### src/verilog/dbst_map.vh
`ifndef DBST_MAP_VH
`define DBST_MAP_VH

// ----------------------------------------
// instruction codes
// ----------------------------------------
`define DBST_IR_BYPASS0  8'h00
`define DBST_IR_PRELOAD  8'h01
`define DBST_IR_IDCODE   8'h02
`define DBST_IR_CLAMP    8'h04
`define DBST_IR_HIGHZ    8'h08
`define DBST_IR_EXTEST   8'h10
`define DBST_IR_TEMP     8'h20
`define DBST_IR_BYPASS1  8'hff
`define DBST_IR_CAPTURE  8'h01

// ----------------------------------------
// register lengths and cell positions
// ----------------------------------------
`define DBST_IR_LEN      8
`define DBST_BS_LEN      48
`define DBST_ID_LEN      32
`define DBST_TEMP_LEN    8
`define DBST_OE_LOW_BIT  15
`define DBST_OE_HIGH_BIT 32
`define DBST_VREF_BIT    0
`define DBST_RESET_BIT   1
`define DBST_CKC_BIT     45
`define DBST_CKT_BIT     46

// ----------------------------------------
// data register kinds, fifo depth
// ----------------------------------------
`define DBST_KIND_BYP    2'h0
`define DBST_KIND_BS     2'h1
`define DBST_KIND_ID     2'h2
`define DBST_KIND_TEMP   2'h3
`define DBST_FIFO_DEPTH  8

`endif

### src/verilog/dbst_fifo.v
module dbst_fifo #(
	parameter WIDTH = 96,
	parameter DEPTH = 8,
	parameter AW    = 3
) (
	// clock and reset
	input  wire             core_clk,
	input  wire             reset_n,
	// filling side
	input  wire             in_valid,
	output wire             in_ready,
	input  wire [WIDTH-1:0] in_data,
	// draining side
	output wire             out_valid,
	input  wire             out_ready,
	output wire [WIDTH-1:0] out_data
);

	reg [WIDTH-1:0] mem [0:DEPTH-1];
	reg [AW-1:0]    wr_ptr_reg;
	reg [AW-1:0]    rd_ptr_reg;
	reg [AW:0]      count_reg;
	reg             out_valid_reg;
	reg [WIDTH-1:0] out_data_reg;
	wire            push;
	wire            pop;

	assign in_ready  = (count_reg != DEPTH[AW:0]);
	assign push      = in_valid && in_ready;
	// move a word into the output register when it is free
	assign pop       = (count_reg != {(AW+1){1'b0}}) &&
	                   (!out_valid_reg || out_ready);
	assign out_valid = out_valid_reg;
	assign out_data  = out_data_reg;

	always @(posedge core_clk) begin
		if (push) begin
			mem[wr_ptr_reg] <= in_data;
		end
	end

	always @(posedge core_clk) begin
		if (!reset_n) begin
			wr_ptr_reg    <= {AW{1'b0}};
			rd_ptr_reg    <= {AW{1'b0}};
			count_reg     <= {(AW+1){1'b0}};
			out_valid_reg <= 1'b0;
			out_data_reg  <= {WIDTH{1'b0}};
		end else begin
			if (push) begin
				wr_ptr_reg <= wr_ptr_reg + 1'b1;
			end
			if (pop) begin
				rd_ptr_reg    <= rd_ptr_reg + 1'b1;
				out_data_reg  <= mem[rd_ptr_reg];
				out_valid_reg <= 1'b1;
			end else if (out_ready) begin
				out_valid_reg <= 1'b0;
			end
			if (push && !pop) begin
				count_reg <= count_reg + 1'b1;
			end else if (pop && !push) begin
				count_reg <= count_reg - 1'b1;
			end
		end
	end

endmodule // dbst_fifo

### src/verilog/dbst_tap.v
`include "dbst_map.vh"

module dbst_tap #(
	// arbitrary value, bit 0 must stay set
	parameter [31:0] ID_CODE = 32'h10000001
) (
	// clock and reset
	input  wire        core_clk,
	input  wire        reset_n,
	// test port pins
	input  wire        tck_in,
	input  wire        tms_in,
	input  wire        tdi_in,
	output wire        tdo_out,
	output wire        tdo_oe,
	// pin levels seen by the cells
	input  wire [47:0] pins_in_a,
	input  wire [47:0] pins_in_b,
	// temperature readout
	input  wire [7:0]  temp_code,
	// pattern delivery to the pad ring
	input  wire        pins_ready,
	output wire [47:0] scan_pattern_a,
	output wire [47:0] scan_pattern_b,
	output wire        scan_own_a,
	output wire        scan_own_b,
	output wire        scan_low_oe_a,
	output wire        scan_low_oe_b,
	output wire        scan_high_oe_a,
	output wire        scan_high_oe_b,
	// channel control
	output wire        chan_reset_a,
	output wire        chan_reset_b
);

	// ----------------------------------------
	// sequencer states
	// ----------------------------------------
	localparam [15:0] S_TLR  = 16'h0001;
	localparam [15:0] S_RTI  = 16'h0002;
	localparam [15:0] S_SDS  = 16'h0004;
	localparam [15:0] S_CDR  = 16'h0008;
	localparam [15:0] S_SHDR = 16'h0010;
	localparam [15:0] S_E1DR = 16'h0020;
	localparam [15:0] S_PDR  = 16'h0040;
	localparam [15:0] S_E2DR = 16'h0080;
	localparam [15:0] S_UDR  = 16'h0100;
	localparam [15:0] S_SIS  = 16'h0200;
	localparam [15:0] S_CIR  = 16'h0400;
	localparam [15:0] S_SHIR = 16'h0800;
	localparam [15:0] S_E1IR = 16'h1000;
	localparam [15:0] S_PIR  = 16'h2000;
	localparam [15:0] S_E2IR = 16'h4000;
	localparam [15:0] S_UIR  = 16'h8000;

	// ----------------------------------------
	// decoding helpers
	// ----------------------------------------
	function [1:0] dr_kind;
		input [7:0] ir;
		begin
			case (ir)
			`DBST_IR_PRELOAD: dr_kind = `DBST_KIND_BS;
			`DBST_IR_EXTEST:  dr_kind = `DBST_KIND_BS;
			`DBST_IR_IDCODE:  dr_kind = `DBST_KIND_ID;
			`DBST_IR_TEMP:    dr_kind = `DBST_KIND_TEMP;
			// bypass, clamp, high-z and undefined codes
			default:          dr_kind = `DBST_KIND_BYP;
			endcase
		end
	endfunction

	function restrictive;
		input [7:0] ir;
		begin
			restrictive = (ir == `DBST_IR_EXTEST) ||
			              (ir == `DBST_IR_CLAMP)  ||
			              (ir == `DBST_IR_HIGHZ);
		end
	endfunction

	// new data enters at the top of the selected length
	function [47:0] dr_shift;
		input [47:0] v;
		input        si;
		input [1:0]  kind;
		begin
			case (kind)
			`DBST_KIND_BS:   dr_shift = {si, v[47:1]};
			`DBST_KIND_ID:   dr_shift = {16'h0000, si, v[31:1]};
			`DBST_KIND_TEMP: dr_shift = {40'h0, si, v[7:1]};
			default:         dr_shift = {47'h0, si};
			endcase
		end
	endfunction

	function [15:0] next_state;
		input [15:0] s;
		input        m;
		begin
			case (s)
			S_TLR:  next_state = m ? S_TLR  : S_RTI;
			S_RTI:  next_state = m ? S_SDS  : S_RTI;
			S_SDS:  next_state = m ? S_SIS  : S_CDR;
			S_CDR:  next_state = m ? S_E1DR : S_SHDR;
			S_SHDR: next_state = m ? S_E1DR : S_SHDR;
			S_E1DR: next_state = m ? S_UDR  : S_PDR;
			S_PDR:  next_state = m ? S_E2DR : S_PDR;
			S_E2DR: next_state = m ? S_UDR  : S_SHDR;
			S_UDR:  next_state = m ? S_SDS  : S_RTI;
			S_SIS:  next_state = m ? S_TLR  : S_CIR;
			S_CIR:  next_state = m ? S_E1IR : S_SHIR;
			S_SHIR: next_state = m ? S_E1IR : S_SHIR;
			S_E1IR: next_state = m ? S_UIR  : S_PIR;
			S_PIR:  next_state = m ? S_E2IR : S_PIR;
			S_E2IR: next_state = m ? S_UIR  : S_SHIR;
			S_UIR:  next_state = m ? S_SDS  : S_RTI;
			default: next_state = S_TLR;
			endcase
		end
	endfunction

	// ----------------------------------------
	// pin synchronisers and edge detect
	// ----------------------------------------
	reg  [2:0]  tck_sync_reg;
	reg  [1:0]  tms_sync_reg;
	reg  [1:0]  tdi_sync_reg;
	reg  [95:0] pin_s1_reg;
	reg  [95:0] pin_s2_reg;
	wire        tck_rise;
	wire        tck_fall;
	wire        tms_s;
	wire        tdi_s;

	always @(posedge core_clk) begin
		if (!reset_n) begin
			tck_sync_reg <= 3'h0;
			tms_sync_reg <= 2'h3;
			tdi_sync_reg <= 2'h3;
			pin_s1_reg   <= 96'h0;
			pin_s2_reg   <= 96'h0;
		end else begin
			tck_sync_reg <= {tck_sync_reg[1:0], tck_in};
			tms_sync_reg <= {tms_sync_reg[0], tms_in};
			tdi_sync_reg <= {tdi_sync_reg[0], tdi_in};
			pin_s1_reg   <= {pins_in_b, pins_in_a};
			pin_s2_reg   <= pin_s1_reg;
		end
	end

	assign tck_rise = tck_sync_reg[1] && !tck_sync_reg[2];
	assign tck_fall = !tck_sync_reg[1] && tck_sync_reg[2];
	assign tms_s    = tms_sync_reg[1];
	assign tdi_s    = tdi_sync_reg[1];

	// ----------------------------------------
	// sequencer
	// ----------------------------------------
	reg [15:0] state_reg;

	always @(posedge core_clk) begin
		if (!reset_n) begin
			state_reg <= S_TLR;
		end else if (tck_rise) begin
			state_reg <= next_state(state_reg, tms_s);
		end
	end

	// ----------------------------------------
	// per-channel scan registers, 0 = A, 1 = B
	// ----------------------------------------
	reg  [7:0]  ir_sh_reg  [0:1];
	reg  [7:0]  ir_reg     [0:1];
	reg  [47:0] dr_sh_reg  [0:1];
	reg  [47:0] bs_upd_reg [0:1];
	reg         link_reg;
	reg         tdo_reg;
	reg         tdo_oe_reg;
	reg         upd_pend_reg;
	wire [47:0] cap_a;
	wire [47:0] cap_b;
	wire        so_a;
	wire        so_b;
	integer     ch;

	assign cap_a = pin_s2_reg[47:0];
	// shared pins reach channel B's chain through A's pads
	assign cap_b = {pin_s2_reg[95], cap_a[`DBST_CKT_BIT],
	                cap_a[`DBST_CKC_BIT], pin_s2_reg[92:50],
	                cap_a[`DBST_RESET_BIT],
	                cap_a[`DBST_VREF_BIT]};
	assign so_a  = (state_reg == S_SHIR) ? ir_sh_reg[0][0]
	                                     : dr_sh_reg[0][0];
	assign so_b  = (state_reg == S_SHIR) ? ir_sh_reg[1][0]
	                                     : dr_sh_reg[1][0];

	always @(posedge core_clk) begin : chan_proc
		reg        si;
		reg [47:0] cap;
		si  = 1'b0;
		cap = 48'h0;
		if (!reset_n) begin
			for (ch = 0; ch < 2; ch = ch + 1) begin
				ir_sh_reg[ch]  <= 8'h00;
				ir_reg[ch]     <= `DBST_IR_IDCODE;
				dr_sh_reg[ch]  <= 48'h0;
				bs_upd_reg[ch] <= 48'h0;
			end
		end else begin
			for (ch = 0; ch < 2; ch = ch + 1) begin
				si  = (ch == 0) ? tdi_s : link_reg;
				cap = (ch == 0) ? cap_a : cap_b;
				if (tck_rise) begin
					if (state_reg == S_CIR) begin
						ir_sh_reg[ch] <= `DBST_IR_CAPTURE;
					end else if (state_reg == S_SHIR) begin
						ir_sh_reg[ch] <= {si, ir_sh_reg[ch][7:1]};
					end
					if (state_reg == S_CDR) begin
						case (dr_kind(ir_reg[ch]))
						`DBST_KIND_BS:   dr_sh_reg[ch] <= cap;
						`DBST_KIND_ID:   dr_sh_reg[ch] <= {16'h0000, ID_CODE};
						`DBST_KIND_TEMP: dr_sh_reg[ch] <= {40'h0, temp_code};
						default:         dr_sh_reg[ch] <= 48'h0;
						endcase
					end else if (state_reg == S_SHDR) begin
						dr_sh_reg[ch] <= dr_shift(dr_sh_reg[ch], si,
						                          dr_kind(ir_reg[ch]));
					end
				end
				if (state_reg == S_TLR) begin
					ir_reg[ch] <= `DBST_IR_IDCODE;
				end else if (tck_fall && state_reg == S_UIR) begin
					ir_reg[ch] <= ir_sh_reg[ch];
				end
				// clamp and high-z never reach this, so pins hold
				if (tck_fall && state_reg == S_UDR &&
				    dr_kind(ir_reg[ch]) == `DBST_KIND_BS) begin
					bs_upd_reg[ch] <= dr_sh_reg[ch];
				end
			end
		end
	end

	// ----------------------------------------
	// serial output on falling edges
	// ----------------------------------------
	always @(posedge core_clk) begin
		if (!reset_n) begin
			link_reg   <= 1'b1;
			tdo_reg    <= 1'b1;
			tdo_oe_reg <= 1'b0;
		end else if (tck_fall) begin
			link_reg   <= so_a;
			tdo_reg    <= so_b;
			tdo_oe_reg <= (state_reg == S_SHDR) || (state_reg == S_SHIR);
		end
	end

	assign tdo_out = tdo_reg;
	assign tdo_oe  = tdo_oe_reg;

	// ----------------------------------------
	// pattern path to the pads
	// ----------------------------------------
	wire        fifo_in_ready;
	wire        fifo_out_valid;
	wire [95:0] fifo_out_data;

	// a newer update while stalled simply overwrites the pending one
	always @(posedge core_clk) begin
		if (!reset_n) begin
			upd_pend_reg <= 1'b0;
		end else if (tck_fall && state_reg == S_UDR) begin
			upd_pend_reg <= 1'b1;
		end else if (fifo_in_ready) begin
			upd_pend_reg <= 1'b0;
		end
	end

	dbst_fifo #(
		.WIDTH (96),
		.DEPTH (`DBST_FIFO_DEPTH),
		.AW    (3)
	) u_fifo (
		.core_clk  (core_clk),
		.reset_n   (reset_n),
		.in_valid  (upd_pend_reg),
		.in_ready  (fifo_in_ready),
		.in_data   ({bs_upd_reg[1], bs_upd_reg[0]}),
		.out_valid (fifo_out_valid),
		.out_ready (pins_ready),
		.out_data  (fifo_out_data)
	);

	// ----------------------------------------
	// pad control per channel
	// ----------------------------------------
	reg [47:0] pat_reg     [0:1];
	reg [1:0]  own_reg;
	reg [1:0]  low_oe_reg;
	reg [1:0]  high_oe_reg;
	reg [1:0]  chan_rst_reg;
	integer    pc;
	always @(posedge core_clk) begin
		if (!reset_n) begin
			pat_reg[0]   <= 48'h0;
			pat_reg[1]   <= 48'h0;
			own_reg      <= 2'h0;
			low_oe_reg   <= 2'h0;
			high_oe_reg  <= 2'h0;
			chan_rst_reg <= 2'h0;
		end else begin
			if (fifo_out_valid && pins_ready) begin
				pat_reg[0] <= fifo_out_data[47:0];
				pat_reg[1] <= fifo_out_data[95:48];
			end
			for (pc = 0; pc < 2; pc = pc + 1) begin
				// takes the pads as soon as the code is in force
				own_reg[pc]      <= restrictive(ir_reg[pc]);
				chan_rst_reg[pc] <= restrictive(ir_reg[pc]);
				low_oe_reg[pc]   <= restrictive(ir_reg[pc]) &&
				                    ir_reg[pc] != `DBST_IR_HIGHZ &&
				                    pat_reg[pc][`DBST_OE_LOW_BIT];
				high_oe_reg[pc]  <= restrictive(ir_reg[pc]) &&
				                    ir_reg[pc] != `DBST_IR_HIGHZ &&
				                    pat_reg[pc][`DBST_OE_HIGH_BIT];
			end
		end
	end

	assign scan_pattern_a = pat_reg[0];
	assign scan_pattern_b = pat_reg[1];
	assign scan_own_a     = own_reg[0];
	assign scan_own_b     = own_reg[1];
	assign scan_low_oe_a  = low_oe_reg[0];
	assign scan_low_oe_b  = low_oe_reg[1];
	assign scan_high_oe_a = high_oe_reg[0];
	assign scan_high_oe_b = high_oe_reg[1];
	assign chan_reset_a   = chan_rst_reg[0];
	assign chan_reset_b   = chan_rst_reg[1];

endmodule // dbst_tap

### config.mk
export PLATFORM = sky130hd
export DESIGN_NAME = dbst_tap
export DESIGN_NICKNAME = d
export VERILOG_FILES = /design/src/verilog/dbst_fifo.v /design/src/verilog/dbst_tap.v
export VERILOG_INCLUDE_DIRS = /design/src /design/src/verilog
export SDC_FILE = /design/constraint.sdc
export NUM_CORES = 1
export LEC_CHECK = 0
export BUFFER_PORTS_ARGS = -buffer_cell sky130_fd_sc_hd__buf_2
export CAP_MARGIN = 20
export CORE_UTILIZATION = 40
export CTS_CLUSTER_SIZE = 16
export DETAILED_ROUTE_END_ITERATION = 8
export PLACE_DENSITY_LB_ADDON = 0.1
export SETUP_SLACK_MARGIN = 0.02
export SYNTH_ARGS = -nofsm -noshare
export SYNTH_HDL_FRONTEND = slang
export SYNTH_HIERARCHICAL = 1
export SYNTH_SLANG_ARGS = --single-unit
export TNS_END_PERCENT = 20
### constraint.sdc
create_clock -name core_clk -period 14.45 [get_ports core_clk]
set_input_delay 2.89 -clock core_clk [delete_from_list [all_inputs] [get_ports core_clk]]
set_output_delay 2.89 -clock core_clk [all_outputs]
set_load 0.01 [all_outputs]
**Word-level counts from Yosys, hierarchy flattened**

Memory sizes are Yosys's and may differ from the RTL's. A register that Yosys moved wholly into a read port is not among the register bits.
Cells that the tools add are included.

- Bits in registers: 236
- Bits in writable memories: 1,088
- Output and inout port bits: 106
- Logic and storage cells: 278
- Memories: 6

Memories:

| memory | words | bits a word | read ports | clocked after memory_dff | write ports | line | RTL |
|---|---|---|---|---|---|---|---|
| u_fifo.mem | 8 | 96 | 1 | 1 | 1 | dbst_fifo.v:19 | `reg [WIDTH-1:0] mem [0:DEPTH-1];` |
| bs_upd_reg | 2 | 48 | 2 | 0 | 2 | dbst_tap.v:176 | `reg [47:0] bs_upd_reg [0:1];` |
| dr_sh_reg | 2 | 48 | 2 | 0 | 2 | dbst_tap.v:175 | `reg [47:0] dr_sh_reg [0:1];` |
| pat_reg | 2 | 48 | 2 | 0 | 2 | dbst_tap.v:300 | `reg [47:0] pat_reg [0:1];` |
| ir_reg | 2 | 8 | 2 | 0 | 2 | dbst_tap.v:174 | `reg [7:0] ir_reg [0:1];` |
| ir_sh_reg | 2 | 8 | 2 | 0 | 2 | dbst_tap.v:173 | `reg [7:0] ir_sh_reg [0:1];` |

- Add/sub/neg operators: 4
- Eq/ne operators: 45
- Multiplexer cells: 144
- Bitwise operators: 22
- Reduce and logical (&&, ||, !) cells: 40

Operators with widths:

| cell | count |
|---|---|
| 48-bit 2-to-1 mux | 22 |
| 48-bit case mux with 3 select lines | 2 |
| 16-bit case mux with 12 select lines | 1 |
| 1-bit 2-to-1 mux | 79 |
| 8-bit 2-to-1 mux | 9 |
| 2-bit 2-to-1 mux | 17 |
| 16-bit 2-to-1 mux | 2 |
| 1-bit OR | 22 |
| 9-bit 2-to-1 mux | 2 |
| 1-bit logical AND | 17 |
| 16-bit by 1-bit equality test with 1-bit output, second input constant | 1 |
| 16-bit by 10-bit equality test with 1-bit output, second input constant | 1 |
| 16-bit by 11-bit equality test with 1-bit output, second input constant | 1 |
| 16-bit by 12-bit equality test with 1-bit output, second input constant | 1 |
| 16-bit by 13-bit equality test with 1-bit output, second input constant | 1 |
| 16-bit by 14-bit equality test with 1-bit output, second input constant | 1 |
| 16-bit by 15-bit equality test with 1-bit output, second input constant | 1 |
| 16-bit equality test, second input constant | 1 |
| 16-bit by 2-bit equality test with 1-bit output, second input constant | 1 |
| 16-bit by 3-bit equality test with 1-bit output, second input constant | 1 |
| 16-bit by 4-bit equality test with 1-bit output, second input constant | 1 |
| 16-bit by 5-bit equality test with 1-bit output, second input constant | 1 |
| 16-bit by 6-bit equality test with 1-bit output, second input constant | 1 |
| 16-bit by 7-bit equality test with 1-bit output, second input constant | 1 |
| other kinds (29) | 68 |

**Depth between registers and ports, before layout**

An unclocked memory read counts as a cell.

- Word-level depth: 18
- Mapped depth: 12
- Depth with buffers taken out: 10

**Hierarchy**

The synthesis kept the hierarchy.

Modules (own cells, without submodules):

| module | instances | cells an instance | area each (um2) | sequential area each (um2) |
|---|---|---|---|---|
| dbst_fifo | 1 | 1,612 | 32,299.7 | 25,204.2 |
| dbst_tap | 1 | 1,403 | 19,562.5 | 13,953.4 |

**Worst setup path after synthesis**

OpenSTA, ideal clock, no wires.

- Kind: register -> register
- Start: register u_fifo.count_reg[0]
- End: memory u_fifo.mem[0][0] (enable)
- Setup time: 786 ps
- Arrival time: 9,918 ps
- Path slack: 3,746 ps
- Stages on the path, launching flop included: 5
- Period minus slack after synthesis: 10,704 ps
- Cells stage by stage: dfxtp_1 or4b_1 clkbuf_1 nand2_1 nor4_1

- Longest elaborated chain between the ends: 4

RTL lines:

| what | line | RTL |
|---|---|---|
| start, declared | dbst_fifo.v:22 | `reg [AW:0] count_reg;` |
| start signal, assigned | dbst_fifo.v:46 | `count_reg <= {(AW+1){1'b0}};` |
| start signal, assigned | dbst_fifo.v:61 | `count_reg <= count_reg + 1'b1;` |
| start signal, assigned | dbst_fifo.v:63 | `count_reg <= count_reg - 1'b1;` |
| 4-bit != test | dbst_fifo.v:28 | `assign in_ready = (count_reg != DEPTH[AW:0]);` |
| via fifo_in_ready | dbst_tap.v:267 | `wire fifo_in_ready;` |
| 1-bit logical AND | dbst_fifo.v:29 | `assign push = in_valid && in_ready;` |
| 1-bit 2-to-1 mux | dbst_fifo.v:37 | `if (push) begin` |
| 1-bit 2-to-1 mux (not written as such) | dbst_fifo.v:38 | `mem[wr_ptr_reg] <= in_data;` |
| end, declared | dbst_fifo.v:19 |  |

The timed path passes the listed nets, and every way through them passes these cells.

==> summary.txt <==
Worst setup path
  • Setup Crit Path Kind: input pin to register
  • R2R Setup Slk: 10690 ps
  • Crit path max-delay family: simple AND/OR/NAND/NOR gates
  • Reg-to-reg startpoint: state_reg[12]
  • WP data arrival: 5470 ps
  • Worst Path Max Fanout: 73
  • R2R Path End: bs_upd_reg[0][42]
  • Endpoint class of the critical path: register
  • Delay of the slowest critical-path stage: 850 ps
  • Slowest CP cell: nand2b_4
  • CP bufs+invs: 1
  • Worst Setup SP: reset_n
  • Worst path cell trace: buf_8 -> and3b_1 -> nand3_2 -> nor3_2 -> nand2b_4
  • WP data required: 14840 ps
  • R2r worst-path depth: 7
  • Startpoint Class: input pin

STA
  • Skew final: 32.0 ps
  • Slew headroom: 17.8%
  • Final Hold Vio Count: 0
  • Fin crit period: 5090 ps
  • RSZ-0062 raised after global routing: false
  • F_max: 197 MHz
  • Worst Max-Slew Pin Slew: 1230 ps
  • Setup ws final: 9360 ps
  • Final Max Slew Viols: 0
  • Final Cycle Share: 35.2%
  • TNS Setup: 0 ps
  • Final setup fails: 0

Hold path
  • Worst Hold Depth: 1
  • HP Class: register to register
  • Hold endpoint: tms_sync_reg[1]
  • Hold_sp: tms_sync_reg[0]

Yosys
  • Synth async-reset ratio: 0%
  • Cell Area, Synth: 0.0519 mm2
  • Synth cell types: 82
  • Top FF cell, synth: edfxtp_1
  • #FFs+latches synth: 1412
  • Avg Cell Area, Syn: 17.2 um2
  • Mapped Cells: 3015
  • EDFF count, synth: 1088
  • Ys Warns: 6
  • Sequential area share after synthesis: 75.5%
  • Post-Syn Nets: 3131

GRT
  • GRT Resource Usage Total: 19.0%
  • Largest net degree at the start of global routing: 159
  • First-pass GRT wire length: 182 mm
  • Number of global-route vias before repair: 28000
  • Initial antenna violation count: 14
  • Remaining Overflow, GRT: 0

Final layout
  • Final instance area: 0.0597 mm2
  • Max reg flops: 768
  • Final net count: 3359
  • Largest reg by FF count: u_fifo/mem
  • Commonest non-fill, non-tap cell in the layout: edfxtp_1
  • Most frequent cells in the layout: edfxtp_1, and2_1, dfxtp_1, nand2_1, buf_2
  • Fin util: 46.6%
  • Area Growth Syn to Fin: 15.1%
  • FILL cells: 10900
  • Fraction of final layout cells with drive strength greater than 1: 21.8%

Detailed routing
  • Drt first pass iters: 5
  • Routed WL per cell: 24.2 um
  • Via count: 26600
  • Iter 0 DRT Violations: 2038
  • Routed wire length: 124 mm
  • Post-route ant nets: 0
  • Number of remaining DRC errors: 0
  • Via density: 5.22

Clock network
  • CTS sink cnt: 1412
  • Clk_lat worst skew: 780 ps
  • CTS clk-pin slew, worst paths: 60 ps
  • Post-CTS Resized: 0
  • Clock tree buffer depth: 3
  • CTS Buf Count: 153
  • Hold buffers post-CTS: 0
  • Clock root buffer: clkbuf_16
  • H-tree depth: 4
  • CTS tree: yes
  • Post-CTS Setup Bufs: 0

Floorplanning
  • Die footprint: 0.131 mm2
  • FP Rows: 131
  • Core area: 0.128 mm2
  • Initial core utilization: 40.5%
  • Num ports: 216
  • Die Y: 362 um
  • Die Width: 362 um

Power and ir drop
  • PwrDens: 165 mW/mm2
  • Leakage: 20.6 nW
  • Power, Total: 9.88 mW
  • Peak supply drop: 0.189 mV

Run
  • Max Cap Violations: 0

Placed design
  • Placed cell area: 0.0546 mm2
  • I/O Buffers: 211
  • Dpl hpwl: 66.4 mm
  • Place WS: 8470 ps
  • Routability cong.: 0.801

Run status
  • Status: complete, no violations
==> cell usage after synthesis, types with 4 or more instances <==
master	n	share of area, %
buf_1	22	0.16
nand2b_1	19	0.23
o21ai_0	50	0.48
nand2_1	223	1.6
or4_1	4	0.058
nor2_1	36	0.26
a32o_1	4	0.077
nand4_1	8	0.097
edfxtp_1	1088	63
buf_6	24	0.52
inv_1	10	0.072
xnor2_1	13	0.22
a22o_1	87	1.5
a21oi_1	24	0.23
ha_1	5	0.12
o211ai_1	5	0.072
buf_2	34	0.33
and2_1	422	5.1
mux2i_1	7	0.14
o21ai_1	64	0.62
nor2b_1	9	0.11
or4_4	6	0.13
mux4_2	192	8.3
a31oi_1	98	1.2
nor3_1	14	0.14
nand3_1	15	0.14
dfxtp_1	324	13
buf_4	11	0.16
xor2_1	7	0.12
clkbuf_1	91	0.66
nor4_1	11	0.13
a221o_1	7	0.14
==> worst max-delay path by stage <==
stage                       endpoint  slack (ps)  cells past startpoint
finish              dr_sh_reg[1][18]        9360                      5
global route         dr_sh_reg[0][6]        9200                      5
CTS                  dr_sh_reg[0][7]        9320                      5
detailed placement  dr_sh_reg[1][19]        8470                      5
global placement    dr_sh_reg[0][20]        8520                      5
floorplan           u_fifo/mem[0][0]        3750                      4
==> per-stage QoR <==
step,std cells,hold WS [ps]
6_report,5107,411
5_1_grt,5105,439
4_1_cts,5105,412
3_5_place_dp,4817,416
3_3_place_gp,4816,416
2_1_floorplan,3015,386
==> power breakdown <==
group | switching, mW | internal (mW)
clock | 1.62 | 2.23
sequential | 0.175 | 4.57
combinational | 0.705 | 0.580
total | 2.50 | 7.38
==> cell type report <==
| cell class | instances | area (um2) | share of cell area, % |
|---|---|---|---|
| antenna | 2 | 5.00 | 0.00838 |
| clock buffer | 213 | 4260 | 7.13 |
| tap | 1729 | 2160 | 3.62 |
| timing repair buffer | 258 | 1450 | 2.43 |
| multi-input combinational | 1406 | 11800 | 19.8 |
| clock inverter | 75 | 795 | 1.33 |
| sequential | 1412 | 39200 | 65.6 |
| inverter | 12 | 52.6 | 0.0880 |
==> logic make-up (layout without fill, tap and decap cells) <==
family	count (synthesis)	after routing	share of synthesized area [%]
DFF	1412	1412	75.5
muxes	200	200	8.49
other	0	2	0
buffers and inverters	197	558	1.95
and+or+nand+nor	812	812	8.79
AOI/OAI and AO/OA	368	368	4.76
adders and majority gates	6	6	0.159
xor gates and xnor gates	20	20	0.338
==> per-layer routing <==
| layer | wire, um | GRT usage [%] | share of wire, % |
|---|---|---|---|
| met1 | 54500 | 25.8 | 44 |
| met2 | 60000 | 31.4 | 49 |
| met3 | 6810 | 3.51 | 5.5 |
| met4 | 2330 | 5.23 | 1.9 |
| met5 | 45 | 0 | 0.036 |
Power figures use the tool's default switching activity.
